`config.mk`:
```
export PLATFORM = sky130hd
export DESIGN_NAME = asr_reset_ctrl
export DESIGN_NICKNAME = d
export VERILOG_FILES = /design/src/rtl/asr_pkg.sv /design/src/rtl/asr_reset_ctrl.sv
export VERILOG_INCLUDE_DIRS = /design/src /design/src/rtl
export SDC_FILE = /design/constraint.sdc
export NUM_CORES = 1
export LEC_CHECK = 0
export BUFFER_PORTS_ARGS = -buffer_cell sky130_fd_sc_hd__buf_2
export CORE_ASPECT_RATIO = 0.9
export CORE_MARGIN = 5
export CORE_UTILIZATION = 25
export CTS_BUF_LIST = sky130_fd_sc_hd__clkbuf_4
export DETAILED_ROUTE_END_ITERATION = 7
export PLACE_DENSITY = 0.52
export SETUP_SLACK_MARGIN = 0.15
export SYNTH_ARGS = -nofsm -noshare
export SYNTH_HDL_FRONTEND = slang
export SYNTH_SLANG_ARGS = --single-unit
```
`constraint.sdc`:
```
create_clock -name CLK -period 4.58 [get_ports CLK]
set_input_delay 0.687 -clock CLK [delete_from_list [all_inputs] [get_ports CLK]]
set_output_delay 0.687 -clock CLK [all_outputs]
set_load 0.05 [all_outputs]
```
`src/rtl/asr_cfg.svh`:
```
// Constants for the converter soft and hard reset control block
`ifndef ASR_CFG_SVH
`define ASR_CFG_SVH
`define ASR_NCH 2
`define ASR_DW 24
`define ASR_CMP_RST 4'h3
`define ASR_CMP_W 4
`define ASR_SRST_CH0 0
`define ASR_SRST_CH1 1
`define ASR_SETTLE_DEF 16'h0010
`define ASR_SETTLE_W 16
`endif

```
`src/rtl/asr_pkg.sv`:
```
// Types for the converter soft and hard reset control block
package asr_pkg;
   typedef enum logic [2:0] {
      ASR_ST_HARD = 3'b001,
      ASR_ST_SOFT = 3'b010,
      ASR_ST_RUN = 3'b100
   } asr_state_e;
endpackage

```
`src/rtl/asr_reset_ctrl.sv`:
```
// Soft and hard reset control for a two-channel converter
`timescale 1ns/10ps
`default_nettype none
`include "asr_cfg.svh"

// Overview of operation
// - Soft reset entered only in SPI mode by setting per-channel soft reset bits.
// - Channel in soft reset keeps converting but presents zero output.
// - Soft reset keeps all registers except that channel's result register, cleared, and settle counter, reloaded.
// - After soft reset exit, valid data follows filter settling with no extra delay.
// - Soft reset is controlled separately per channel.
// - No data-ready pulse from a channel held in soft reset.
// - Exiting channel keeps phase delay and realigns to the running channel.
// - Soft reset of one channel never stops the internal clock.
// - With both channels in soft reset the input structure stays clocked.
// - Hard reset only from power-on reset or low reset pin in SPI mode.
// - Hard reset clears channel state, results and soft bits; pin synchroniser keeps running.
// - In two-wire mode the reset pin has no effect.
// - Hard reset clears all conversion data.
// - Hard reset forces comparator outputs to 0011.
// - Hard reset resets decimation filters and their double buffers.
// - Serial interface held in reset during hard reset.
// - Hard reset keeps analog bias enables active.
module asr_reset_ctrl
   import asr_pkg::*;
(
   input wire logic CLK,
   input wire logic SYS_RST,
   input wire logic CE,
   input wire logic POR,
   input wire logic RESET_N_PIN,
   input wire logic SPI_MODE,
   input wire logic [1:0] SOFT_RESET_BITS,
   input wire logic [`ASR_SETTLE_W-1:0] SETTLE_CYCLES,
   input wire logic [`ASR_DW-1:0] CONV0_DATA,
   input wire logic [`ASR_DW-1:0] CONV1_DATA,
   input wire logic CONV0_STROBE,
   input wire logic CONV1_STROBE,
   input wire logic [`ASR_CMP_W-1:0] CMP0_IN,
   input wire logic [`ASR_CMP_W-1:0] CMP1_IN,
   output logic [`ASR_DW-1:0] RESULT0,
   output logic [`ASR_DW-1:0] RESULT1,
   output logic DRDY0,
   output logic DRDY1,
   output logic [`ASR_CMP_W-1:0] CMP0_OUT,
   output logic [`ASR_CMP_W-1:0] CMP1_OUT,
   output logic [1:0] CH_SOFT_RESET,
   output logic [1:0] CH_CONV_EN,
   output logic [1:0] CH_RESYNC,
   output logic FILTER_RST,
   output logic SERIAL_RST,
   output logic BIAS_EN,
   output logic INPUT_CLK_EN,
   output logic HARD_RESET
);

   // Pin synchroniser: three stages, change accepted when stages two and three agree
   logic [2:0] pin_sync_q;
   logic [2:0] pin_sync_d;
   logic pin_filt_q;
   logic pin_filt_d;
   logic hard_q;
   logic hard_d;
   asr_state_e st_q [`ASR_NCH];
   asr_state_e st_d [`ASR_NCH];
   logic [`ASR_DW-1:0] res_q [`ASR_NCH];
   logic [`ASR_DW-1:0] res_d [`ASR_NCH];
   logic [`ASR_SETTLE_W-1:0] cnt_q [`ASR_NCH];
   logic [`ASR_SETTLE_W-1:0] cnt_d [`ASR_NCH];
   logic [1:0] drdy_q;
   logic [1:0] drdy_d;
   logic [1:0] soft_q;
   logic [1:0] soft_d;
   logic [`ASR_DW-1:0] conv_data [`ASR_NCH];
   logic [1:0] conv_stb;
   logic [`ASR_CMP_W-1:0] cmp_in [`ASR_NCH];

   assign conv_data[0] = CONV0_DATA;
   assign conv_data[1] = CONV1_DATA;
   assign conv_stb = {CONV1_STROBE, CONV0_STROBE};
   assign cmp_in[0] = CMP0_IN;
   assign cmp_in[1] = CMP1_IN;

   always_comb begin
      pin_sync_d = {pin_sync_q[1:0], RESET_N_PIN};
      pin_filt_d = pin_filt_q;
      if (pin_sync_q[2] == pin_sync_q[1]) begin
         pin_filt_d = pin_sync_q[2];
      end
      // Pin counts only in SPI mode; two-wire mode ignores it
      hard_d = POR | (SPI_MODE & ~pin_filt_q);
      // Soft bits accepted only in SPI mode; held otherwise
      soft_d = soft_q;
      if (SPI_MODE) begin
         soft_d = SOFT_RESET_BITS;
      end
      if (hard_d) begin
         soft_d = 2'b00;
      end
   end

   always_ff @(posedge CLK) begin
      if (SYS_RST) begin
         pin_sync_q <= 3'b111;
         pin_filt_q <= 1'b1;
         hard_q <= 1'b1;
         soft_q <= 2'b00;
      end else if (CE) begin
         pin_sync_q <= pin_sync_d;
         pin_filt_q <= pin_filt_d;
         hard_q <= hard_d;
         soft_q <= soft_d;
      end
   end

   genvar gi;
   generate
      for (gi = 0; gi < `ASR_NCH; gi++) begin : g_ch
         always_comb begin
            st_d[gi] = st_q[gi];
            res_d[gi] = res_q[gi];
            cnt_d[gi] = cnt_q[gi];
            drdy_d[gi] = 1'b0;
            case (st_q[gi])
               ASR_ST_HARD: begin
                  // Data, filters and buffers cleared while hard reset holds
                  res_d[gi] = '0;
                  cnt_d[gi] = SETTLE_CYCLES;
                  if (!hard_q) begin
                     st_d[gi] = soft_q[gi] ? ASR_ST_SOFT : ASR_ST_RUN;
                  end
               end
               ASR_ST_SOFT: begin
                  // Own bit only: channels are independent
                  res_d[gi] = '0;
                  cnt_d[gi] = SETTLE_CYCLES;
                  if (!soft_q[gi]) begin
                     st_d[gi] = ASR_ST_RUN;
                  end
               end
               ASR_ST_RUN: begin
                  if (soft_q[gi]) begin
                     st_d[gi] = ASR_ST_SOFT;
                     res_d[gi] = '0;
                  end else if (conv_stb[gi]) begin
                     // First strobe after settling is delivered, no extra delay
                     if (cnt_q[gi] == '0) begin
                        res_d[gi] = conv_data[gi];
                        drdy_d[gi] = 1'b1;
                     end
                  end
                  if (!soft_q[gi] && cnt_q[gi] != '0) begin
                     cnt_d[gi] = cnt_q[gi] - 1'b1;
                  end
               end
               default: begin
                  st_d[gi] = ASR_ST_HARD;
               end
            endcase
            if (hard_q) begin
               st_d[gi] = ASR_ST_HARD;
               res_d[gi] = '0;
               drdy_d[gi] = 1'b0;
            end
         end

         always_ff @(posedge CLK) begin
            if (SYS_RST) begin
               st_q[gi] <= ASR_ST_HARD;
               res_q[gi] <= '0;
               cnt_q[gi] <= `ASR_SETTLE_DEF;
               drdy_q[gi] <= 1'b0;
            end else if (CE) begin
               st_q[gi] <= st_d[gi];
               res_q[gi] <= res_d[gi];
               cnt_q[gi] <= cnt_d[gi];
               drdy_q[gi] <= drdy_d[gi];
            end
         end

         // Resynchronisation keeps phase setting; converter enable drops only in hard reset
         assign CH_RESYNC[gi] = (st_q[gi] == ASR_ST_SOFT) & ~soft_q[gi];
         assign CH_SOFT_RESET[gi] = (st_q[gi] == ASR_ST_SOFT);
         assign CH_CONV_EN[gi] = ~hard_q;
      end
   endgenerate

   assign RESULT0 = res_q[0];
   assign RESULT1 = res_q[1];
   // Soft reset suppresses data-ready
   assign DRDY0 = drdy_q[0];
   assign DRDY1 = drdy_q[1];
   // Comparators forced to fixed pattern
   assign CMP0_OUT = hard_q ? `ASR_CMP_RST : cmp_in[0];
   assign CMP1_OUT = hard_q ? `ASR_CMP_RST : cmp_in[1];
   assign FILTER_RST = hard_q;
   assign SERIAL_RST = hard_q;
   // Bias stays on so conversion starts right after release
   assign BIAS_EN = 1'b1;
   // Input structure clocked whenever the clock runs, even with both in soft reset
   assign INPUT_CLK_EN = 1'b1;
   assign HARD_RESET = hard_q;

   chk_hard_pattern: assert property (@(posedge CLK) disable iff (SYS_RST)
      hard_q |-> (CMP0_OUT == 4'h3 && CMP1_OUT == 4'h3))
      else $error("comparators not forced in hard reset");
   chk_soft_nodrdy: assert property (@(posedge CLK) disable iff (SYS_RST)
      CH_SOFT_RESET[0] |-> (!DRDY0 && RESULT0 == '0))
      else $error("drdy or data during soft reset ch0");
   chk_soft_nodrdy1: assert property (@(posedge CLK) disable iff (SYS_RST)
      CH_SOFT_RESET[1] |-> (!DRDY1 && RESULT1 == '0))
      else $error("drdy or data during soft reset ch1");
   chk_soft_enter: assert property (@(posedge CLK) disable iff (SYS_RST)
      (CE && soft_q[0] && st_q[0] == ASR_ST_RUN && !hard_q) |=> (RESULT0 == '0))
      else $error("result not cleared on soft entry");
   chk_twowire_pin: assert property (@(posedge CLK) disable iff (SYS_RST)
      (CE && !POR && !SPI_MODE) |=> !hard_q)
      else $error("pin acted in two-wire mode");
   chk_pin_hard: assert property (@(posedge CLK) disable iff (SYS_RST)
      (CE && SPI_MODE && !pin_filt_q) |=> hard_q)
      else $error("low pin did not hard reset");
   chk_hard_serial: assert property (@(posedge CLK) disable iff (SYS_RST)
      hard_q |-> (SERIAL_RST && FILTER_RST && BIAS_EN && !DRDY0 && !DRDY1))
      else $error("hard reset outputs wrong");
   chk_hard_data: assert property (@(posedge CLK) disable iff (SYS_RST)
      (CE && hard_q) |=> (RESULT0 == '0 && RESULT1 == '0))
      else $error("data not cleared by hard reset");
   chk_ch_indep: assert property (@(posedge CLK) disable iff (SYS_RST)
      (CE && SPI_MODE && !hard_d && SOFT_RESET_BITS == 2'b01) |=> (soft_q == 2'b01))
      else $error("soft bits not independent");
   // Hard reset rising in the same cycle gates the converters, so it is excluded here
   chk_both_clk: assert property (@(posedge CLK) disable iff (SYS_RST)
      (CH_SOFT_RESET == 2'b11 && !hard_q) |-> (INPUT_CLK_EN && CH_CONV_EN == 2'b11))
      else $error("input clock stopped");
   chk_bias_on: assert property (@(posedge CLK) disable iff (SYS_RST)
      BIAS_EN)
      else $error("bias enable dropped");
   chk_ce_freeze: assert property (@(posedge CLK) disable iff (SYS_RST)
      !CE |=> ($stable(hard_q) && $stable(soft_q) && $stable(RESULT0)))
      else $error("state moved with clock enable low");
   chk_settle_wait0: assert property (@(posedge CLK) disable iff (SYS_RST)
      (st_q[0] == ASR_ST_RUN && cnt_q[0] != '0) |=> !DRDY0)
      else $error("ch0 ready before settling");
   chk_settle_wait1: assert property (@(posedge CLK) disable iff (SYS_RST)
      (st_q[1] == ASR_ST_RUN && cnt_q[1] != '0) |=> !DRDY1)
      else $error("ch1 ready before settling");
   chk_settle_go0: assert property (@(posedge CLK) disable iff (SYS_RST)
      (CE && !hard_q && st_q[0] == ASR_ST_RUN && !soft_q[0] && cnt_q[0] == '0 && CONV0_STROBE)
      |=> (DRDY0 && RESULT0 == $past(CONV0_DATA)))
      else $error("ch0 sample not delivered");
   chk_settle_go1: assert property (@(posedge CLK) disable iff (SYS_RST)
      (CE && !hard_q && st_q[1] == ASR_ST_RUN && !soft_q[1] && cnt_q[1] == '0 && CONV1_STROBE)
      |=> (DRDY1 && RESULT1 == $past(CONV1_DATA)))
      else $error("ch1 sample not delivered");
   chk_resync_once0: assert property (@(posedge CLK) disable iff (SYS_RST)
      (CE && CH_RESYNC[0]) |=> !CH_RESYNC[0])
      else $error("ch0 resync longer than one cycle");
   chk_resync_once1: assert property (@(posedge CLK) disable iff (SYS_RST)
      (CE && CH_RESYNC[1]) |=> !CH_RESYNC[1])
      else $error("ch1 resync longer than one cycle");
   chk_cmp_pass0: assert property (@(posedge CLK) disable iff (SYS_RST)
      !hard_q |-> (CMP0_OUT == CMP0_IN))
      else $error("ch0 comparators not passed through");
   chk_cmp_pass1: assert property (@(posedge CLK) disable iff (SYS_RST)
      !hard_q |-> (CMP1_OUT == CMP1_IN))
      else $error("ch1 comparators not passed through");
   chk_soft_enter1: assert property (@(posedge CLK) disable iff (SYS_RST)
      (CE && soft_q[1] && st_q[1] == ASR_ST_RUN && !hard_q) |=> (RESULT1 == '0))
      else $error("ch1 result not cleared on soft entry");
   chk_conv_kept: assert property (@(posedge CLK) disable iff (SYS_RST)
      (CH_SOFT_RESET != 2'b00 && !hard_q) |-> (CH_CONV_EN == 2'b11))
      else $error("converter stopped by soft reset");
   chk_por_hard: assert property (@(posedge CLK) disable iff (SYS_RST)
      (CE && POR) |=> hard_q)
      else $error("power-on request did not hard reset");
   chk_pin_glitch: assert property (@(posedge CLK) disable iff (SYS_RST)
      (CE && pin_sync_q[2] != pin_sync_q[1]) |=> $stable(pin_filt_q))
      else $error("pin change accepted before stages agree");
   chk_hard_state: assert property (@(posedge CLK) disable iff (SYS_RST)
      (CE && hard_q) |=> (CH_SOFT_RESET == 2'b00))
      else $error("soft state kept through hard reset");
   chk_soft_drop: assert property (@(posedge CLK) disable iff (SYS_RST)
      (CE && hard_d) |=> (soft_q == 2'b00))
      else $error("soft bits kept through hard reset");
   chk_hard_filter: assert property (@(posedge CLK) disable iff (SYS_RST)
      hard_q |-> (FILTER_RST && CH_CONV_EN == 2'b00))
      else $error("filters not held in hard reset");
   chk_soft_state0: assert property (@(posedge CLK) disable iff (SYS_RST)
      (CE && !hard_q && soft_q[0] && st_q[0] == ASR_ST_RUN) |=> CH_SOFT_RESET[0])
      else $error("ch0 did not enter soft reset");
   chk_soft_state1: assert property (@(posedge CLK) disable iff (SYS_RST)
      (CE && !hard_q && soft_q[1] && st_q[1] == ASR_ST_RUN) |=> CH_SOFT_RESET[1])
      else $error("ch1 did not enter soft reset");
   // Two-wire hosts cannot touch the soft bits, so they must hold
   chk_twowire_hold: assert property (@(posedge CLK) disable iff (SYS_RST)
      (CE && !SPI_MODE && !hard_d) |=> $stable(soft_q))
      else $error("soft bits changed in two-wire mode");

   cov_soft_exit: cover property (@(posedge CLK) disable iff (SYS_RST) CH_RESYNC[0]);
   cov_drdy: cover property (@(posedge CLK) disable iff (SYS_RST) DRDY1 && CH_SOFT_RESET[0]);
   cov_hard_rel: cover property (@(posedge CLK) disable iff (SYS_RST) $fell(hard_q));
   cov_por: cover property (@(posedge CLK) disable iff (SYS_RST) CE && POR);
   cov_freeze: cover property (@(posedge CLK) disable iff (SYS_RST) !CE);
endmodule // asr_reset_ctrl
`default_nettype wire

```
* Yosys cells after proc, flatten, opt, wreduce, memory -nomap -nowiden
Memories as Yosys holds them, arrays and structs flattened.
Cells that the tools add are included.
** Cells by class
- Eq/ne operators :: 7
- $add $sub $neg :: 2
- Bitwise gates (word level) :: 14
- Reductions and logical operators :: 13
- Mux-type cells :: 49
** Operators with widths (count)
- two-way mux 24 bit :: 10
- one-hot mux 24 bit (2 select lines) :: 2
- two-way mux 16 bit :: 4
- one-hot mux 16 bit (2 select lines) :: 2
- zero test 16 bit :: 2
- nonzero test 16 bit :: 2
- subtractor 16 x 1 -> 16 bit (second input constant) :: 2
- two-way mux 3 bit :: 10
- one-hot mux 3 bit (3 select lines) :: 2
- two-way mux 1 bit :: 15
- two-way mux 4 bit :: 2
- bitwise OR 1 bit :: 7
- equality test 3 x 1 -> 1 bit (second input constant) :: 2
- equality test 3 x 2 -> 1 bit (second input constant) :: 2
- equality test 3 bit (second input constant) :: 2
- two-way mux 2 bit :: 2
- NOT 1 bit :: 4
- AND reduction 2 bit :: 2
- OR reduction 2 bit :: 2
- AND 1 bit :: 3
- logical AND 1 bit :: 2
- zero test 1 bit :: 2
- nonzero test 2 bit :: 1
- equality test 1 bit :: 1
** Storage, ports and cells
- RAM bits :: 86
- Register bits :: 9
- Output and inout port bits :: 69
- Memories kept :: 3
** Memories
- res_q :: words 2, bits a word 24, read ports 2, clocked after Yosys merged registers in 0, wr ports 2, line asr_reset_ctrl.sv:66 : logic [`ASR_DW-1:0] res_q [`ASR_NCH];
- cnt_q :: words 2, bits a word 16, read ports 2, clocked after Yosys merged registers in 0, wr ports 2, line asr_reset_ctrl.sv:68 : logic [`ASR_SETTLE_W-1:0] cnt_q [`ASR_NCH];
- st_q :: words 2, bits a word 3, read ports 2, clocked after Yosys merged registers in 0, wr ports 2, line asr_reset_ctrl.sv:64 : asr_state_e st_q [`ASR_NCH];

* Logic depth before layout (Yosys ltp)
Gate-level depths: netlist of run 1.
An unclocked memory read counts as a cell.
- Depth after elaboration :: 8
- Depth in mapped cells :: 8
- Mapped depth without buffers :: 7

* Worst setup path before layout of run 1
No wires, ideal clock.
- Path kind :: flip-flop to flip-flop
- Start point :: register FILTER_RST (netlist name)
- End point :: memory res_q[1][0] in the netlist's numbering (enable)
- Slack :: 0.668 ns
- Data arrival time :: 3.470 ns
- Setup time :: 0.442 ns
- Path buffers :: 1
- Period minus slack after synthesis :: 3.912 ns
- Cell stages (with the launch flop) :: 6
- Required time :: 4.138 ns
- Cell sequence :: dfxtp_1 > inv_1 > nand2_1 > nor3_2 > clkbuf_1 > a211oi_1
** RTL lines (line)
- to (decl) :: asr_reset_ctrl.sv:66

==> out/results.txt, run 1 <==
Pwr Density -> 312.1 nW/um^2
final core occ -> 31.64%
commonest cells after routing, fill and taps aside -> 148 x buf_2, 86 x edfxtp_1, 48 x and2_1, 32 x nor2_1, 30 x a21oi_1
core box area -> 18290 sq um
WP data required -> 4.71 ns
Iter 0 DRT Violations -> 172
Setup CP Type -> reg2reg
commonest non-fill, non-tap cell in the layout -> buf_2
placed cell count -> 780
RSZ-0062 raised after global routing -> no
Yosys warnings -> 0
global-route wire length before repair -> 18.90 mm
Synth-to-Final Area Change -> 25.10%
Final min period -> 2.744 ns
total die area -> 21330 sq um
Ports -> 151
Clock Latency Late Sink -> 0.47 ns
Seq/Total Area, Yosys -> 59.72%
Layout Cells excl Fill -> 797
worst-margin pin slew -> 0.7348 ns
post-synthesis sequential element count -> 95
Hold Vio Cnt, Final -> 0
library cells used by synthesis -> 48
initial antenna violation count -> 1
H-tree levels -> 3
Slew HR -> 51.01%
vias per cell -> 4.376
Final setup viols -> 0
number of global-route vias before repair -> 3623
syn_area_per_cell -> 11.51 sq um
CTS sink cnt -> 95
global placement routability congestion -> 0.7898
port bufs -> 148
Horiz. Die Dim -> 153.4 microns
Hold-fix buffers, CTS -> 0
Post-CTS Repair Setup Buffers -> 0
Worst Path Arrival -> 2.87 ns
CP endpoint kind -> register
global router's overall resource usage -> 10.96%
Vias -> 3488
Tot Pwr -> 1.806 mW
Final ANT Viol Nets -> 0
CTS clk-pin slew, worst paths -> 0.16 ns
FILL cells -> 1887
Wirelength per Cell -> 14.63 microns
post-detail-place hpwl -> 8.848 mm
maximum vdd ir drop -> 0.08510 mV
routed wire length -> 11.66 mm
outcome -> finished clean
Register Area -> 2763 sq um
Max Fclk -> 364.4 MHz
first-pass iteration count of the detailed router -> 4
Synth Cell Area -> 4626 sq um
Final period util -> 59.92%
Max-Cap Viols -> 0
leak pwr -> 2.317 nW
num rows -> 47
layout cells sized above 1 -> 35.75%
Placement Cell Area -> 5639 sq um
clock skew -> 0.01949 ns
chip height -> 139.0 microns
Mapped Cells -> 402
# DRC -> 0
largest net degree at the start of global routing -> 35
startpoint class of the critical path -> register
CTS Buf Count -> 9
Main synth FF type -> edfxtp_1
design area -> 5787 sq um
Final nets -> 630
clock root buffer -> clkbuf_4
multi-input logic area -> 1747 sq um
CTS tree -> yes
Post-synth EDFFs -> 86
Async SR Flop Fraction -> 0%
Initial Utilization -> 25.29%
Hold Path Class -> in2reg
crit-path max FO -> 16
Clock Tree Buf Depth -> 2
Setup TNS Final -> 0 ns
Final Max Slew Viols -> 0
Post-CTS Resized -> 0
grt ovf -> 0
[sequential cells by signal, indices dropped and copies added (netlist names)]
| register | count |
|---|---|
| FILTER_RST | 1 |
| pin_filt_q | 1 |
| soft_q | 2 |
| DRDY1 | 1 |
| res_q | 48 |
| DRDY0 | 1 |
| st_q | 6 |
| pin_sync_q | 3 |
| cnt_q | 32 |
[synth_stat cells (2+ instances only)]
cell type	number	share of area [%]
edfxtp_1	86	56
and2_1	48	6.5
nor2_1	32	2.6
a21oi_1	31	3.4
o21ai_0	26	2.8
xnor2_1	20	3.8
nand2_1	18	1.5
clkbuf_1	17	1.4
a211oi_1	10	1.6
nor3_1	10	1.1
dfxtp_1	9	3.9
inv_1	8	0.65
nor2b_1	7	0.95
or2_2	7	0.95
nand2b_1	6	0.81
xor2_1	6	1.1
buf_4	5	0.81
nor3_2	5	1.1
nand3_1	4	0.43
nand3b_1	3	0.49
o21a_1	3	0.49
o21ai_1	3	0.32
or3_1	3	0.41
a21oi_2	2	0.38
ha_1	2	0.54
mux2i_1	2	0.43
nor4_1	2	0.27
nor4_4	2	0.92
o211ai_1	2	0.32
o31ai_1	2	0.32
or3_4	2	0.49
or3b_1	2	0.38
or4_1	2	0.32
[layer usage]
layer,up-vias,track usage (%),wire length (microns)
met3,11,3.370,819
li1,1731,-,-
met1,1645,14.08,5226
met2,101,17.34,5421
met4,0,4.322,196
met5,-,0,0
[worst paths after layout]
| check | from | end | slack (ns) | cells past startpoint |
|---|---|---|---|---|
| setup reg to reg | cnt_q[0][0]$_SDFFCE_PP0P_ | cnt_q[0][13]$_SDFFCE_PP0P_ | 1.84 | 7 |
| setup / recovery | cnt_q[0][0]$_SDFFCE_PP0P_ | cnt_q[0][13]$_SDFFCE_PP0P_ | 1.84 | 7 |
| hold reg to reg | DRDY1$_SDFFE_PP0P_ | DRDY1$_SDFFE_PP0P_ | 0.47 | 2 |
| hold / removal | RESET_N_PIN | pin_sync_q[0]$_SDFFE_PP1P_ | 0.43 | 3 |
[worst max-delay path, cell delays in order (launching register included)]
cell and delay [ns]:
edfxtp_1 0.46, inv_1 0.08, ha_1 0.17, or3b_1 0.50, nor4_4 0.35, and3_1 0.27, o21ai_1 0.08, a31o_1 0.47
[where the power goes]
group	switching (mW)	internal (mW)
clock	0.302	0.175
sequential	0.0351	0.998
combinational	0.205	0.0900
total	0.543	1.26
[logic make-up (layout without fill, tap and decap cells)]
| kind of cell | after synthesis | count (layout) | synth area share (%) |
|---|---|---|---|
| other cells | 1 | 3 | 0.08107 |
| mux | 2 | 2 | 0.4328 |
| flops | 95 | 95 | 59.72 |
| fa+ha+maj | 2 | 2 | 0.5409 |
| simple gates | 161 | 161 | 20.83 |
| buf+inv | 31 | 179 | 2.948 |
| xor+xnor | 26 | 26 | 4.923 |
| compound gates | 84 | 84 | 10.52 |
[stage by stage]
step / hold WS [ns] / worst slack, ns
final: 0.4327 / 1.836
after detailed placement: 0.4492 / 1.843
after global routing: 0.4282 / 1.661
after global placement: 0.4394 / 1.889
after CTS: 0.3910 / 1.803
after floorplan: 0.4299 / 0.6677
[layout make-up]
cell class,instances,area share (%)
well taps,245,5.297
clock inverters,6,1.211
repair buffers,155,13.71
clock buffers,10,1.297
flip-flops and latches,95,47.74
diodes,1,0.04324
multi-input cells,277,30.18
inverters,8,0.5189
(Power assumes the default switching activity.)
==> run 2: changes to the inputs <==
--- a/config.mk
+++ b/config.mk
@@ -6,6 +6,7 @@
 export SDC_FILE = /design/constraint.sdc
 export NUM_CORES = 1
 export LEC_CHECK = 0
+export ABC_AREA = 1
 export BUFFER_PORTS_ARGS = -buffer_cell sky130_fd_sc_hd__buf_2
 export CORE_ASPECT_RATIO = 0.9
 export CORE_MARGIN = 5
==> constraint.sdc (replaced) <==
create_clock -name CLK -period 2.7 [get_ports CLK]
set_input_delay 0.405 -clock CLK [delete_from_list [all_inputs] [get_ports CLK]]
set_output_delay 0.405 -clock CLK [all_outputs]
set_load 0.05 [all_outputs]
==> out/results.txt, run 2 <==
max reg flops -> 48
layout cells sized above 1 -> 25.43%
Final min period -> 2.135 ns
Synth-to-Final Area Change -> 23.10%
initial antenna violation count -> 1
Final setup viols -> 0
Clock Tree Buf Depth -> 2
Pwr Density -> 515.9 nW/um^2
clock root buffer -> clkbuf_4
Slew HR -> 58.36%
RSZ-0062 raised after global routing -> no
Post-CTS Resized -> 0
Post-synth EDFFs -> 86
met1 WL -> 6.162 mm
Ports -> 151
CTS Buf Count -> 9
outcome -> finished clean
multi-input logic area -> 1648 sq um
CP peak stage delay -> 0.75 ns
clock skew -> 0.01567 ns
Hold Path Class -> in2reg
Wirelength per Cell -> 13.45 microns
largest net degree at the start of global routing -> 26
Horiz. Die Dim -> 159.1 microns
Yosys warnings -> 0
vias per cell -> 4.253
metal2 WL -> 6.567 mm
Post-CTS Repair Setup Buffers -> 0
worst-margin pin slew -> 0.6237 ns
Max Fclk -> 468.3 MHz
Largest regs -> res_q (48), cnt_q (32), st_q (6)
first-pass iteration count of the detailed router -> 5
Setup TNS Final -> 0 ns
leak pwr -> 3.073 nW
global router's overall resource usage -> 11.59%
startpoint class of the critical path -> register
commonest cells after routing, fill and taps aside -> 148 x buf_2, 128 x nor2_1, 120 x inv_1, 106 x nand2_1, 86 x edfxtp_1
chip height -> 144.2 microns
global placement routability congestion -> 0.8414
commonest non-fill, non-tap cell in the layout -> buf_2
FILL cells -> 2170
Met3 Wirelength -> 812 microns
Register Area -> 2763 sq um
library cells used by synthesis -> 32
top post-synthesis cells by count -> 129 x nor2_1, 120 x inv_1, 106 x nand2_1
routed wire length -> 13.65 mm
global-route wire length before repair -> 21.19 mm
Clock Latency Late Sink -> 0.46 ns
Highest Signal Layer -> met4
post-synthesis sequential element count -> 95
post-detail-place hpwl -> 10.60 mm
delay-heaviest family, CP -> flip-flops
H-tree levels -> 3
Hold Vio Cnt, Final -> 0
CTS tree -> yes
Worst Path Arrival -> 1.73 ns
Final nets -> 838
Async SR Flop Fraction -> 0%
area leader, netlist -> edfxtp_1
Max-Cap Viols -> 0
Largest Register -> res_q
maximum vdd ir drop -> 0.3001 mV
top-count cell post-synth -> nor2_1
CP bufs+invs -> 2
Final period util -> 79.09%
Hold-fix buffers, CTS -> 0
Initial Utilization -> 25.25%
crit-path max FO -> 14
Synth top area share -> 51.65%
Placement Cell Area -> 5989 sq um
CP endpoint kind -> output port
Synth area leaders -> edfxtp_1 52%, nor2_1 9.7%, inv_1 9.0%
num rows -> 49
Setup CP Type -> reg2out
CTS sink cnt -> 95
syn_area_per_cell -> 8.264 sq um
Final Max Slew Viols -> 0
Main synth FF type -> edfxtp_1
Fin Hold WS -> 0.1568 ns
core box area -> 19800 sq um
total die area -> 22930 sq um
Vias -> 4317
CTS clk-pin slew, worst paths -> 0.15 ns
Seq/Total Area, Yosys -> 55.26%
design area -> 6155 sq um
# DRC -> 0
Iter 0 DRT Violations -> 339
critical path's slowest cell -> dfxtp_1
Mapped Cells -> 605
port bufs -> 148
grt ovf -> 0
number of global-route vias before repair -> 4052
WP data required -> 2.30 ns
Final ANT Viol Nets -> 0
sequence of cells on the critical path -> inv_1, buf_2
Synth Cell Area -> 5000 sq um
## run 2: cell count changes after synthesis, sizes merged, moves of 11 or more
cell,delta
nor2,+102
inv,+115
and2,-48
nor3,-11
nand2,+92
nand3,+30
xnor2,-20
clkbuf,-15
## run 2: power breakdown
| group | switching (mW) | leakage, nW | internal [mW] | total, mW |
|---|---|---|---|---|
| Combinational | 0.392 | 1.98 | 0.147 | 0.539 |
| Sequential | 0.0564 | 1.00 | 1.69 | 1.75 |
| Clock | 0.510 | 0.0867 | 0.379 | 0.889 |
## run 2: stage by stage
step	setup slack (ns)	total power [mW]	std cells	util [%]
2_1_floorplan	0.1724	2.140	606	-
3_3_place_gp	0.6326	2.322	998	30.25
3_5_place_dp	0.5865	2.322	998	30.25
4_1_cts	0.4926	3.232	1014	31.07
5_1_grt	0.3098	3.336	1015	31.08
6_report	0.5645	3.175	1015	31.08
## run 2: area by class of cell
cell class / instances / area share, %
diodes: 1 / 0.04066
clock buffers: 9 / 1.098
clock inverters: 7 / 1.545
inverters: 124 / 7.583
multi-input cells: 369 / 26.77
flip-flops and latches: 95 / 44.89
well taps: 255 / 5.184
repair buffers: 155 / 12.89
## run 2: kinds of logic (layout without fill, tap and decap cells)
group	after synthesis	count (layout)	synth area share, %
and+or+nand+nor	292	292	24.42
DFF	95	95	55.26
AOI/OAI and AO/OA	73	73	7.758
buffers and inverters	142	295	11.99
adders and majority gates	2	2	0.5004
other	1	3	0.07500
## run 2: layer usage
layer  track usage [%]  vias up
met2             19.25      139
li1                  -     2205
met4             2.558        0
met1             15.24     1967
met3             3.249        6
met5                 0        -
## run 2: worst reg2reg max path: stages, from the launching register on
cell and delay [ns]:
edfxtp_1 0.45, inv_1 0.10, ha_1 0.16, inv_1 0.05
nor2_1 0.12, nand3_1 0.14, nor2_2 0.19, nand3_1 0.14
a21oi_2 0.13, buf_4 0.31
## run 2: final timing paths
| path | start | to | slack (ns) | cells after the start |
|---|---|---|---|---|
| worst max-delay path | FILTER_RST$_SDFFE_PP1P_ | CH_CONV_EN[1] | 0.56 | 2 |
| worst min-delay path | SYS_RST | soft_q[1]$_SDFFE_PP0P_ | 0.16 | 2 |
| worst max register to register | cnt_q[0][0]$_SDFFCE_PP0P_ | res_q[0][5]$_SDFFCE_PN0P_ | 0.61 | 9 |
| worst min register to register | pin_sync_q[0]$_SDFFE_PP1P_ | pin_sync_q[0]$_SDFFE_PP1P_ | 0.49 | 2 |
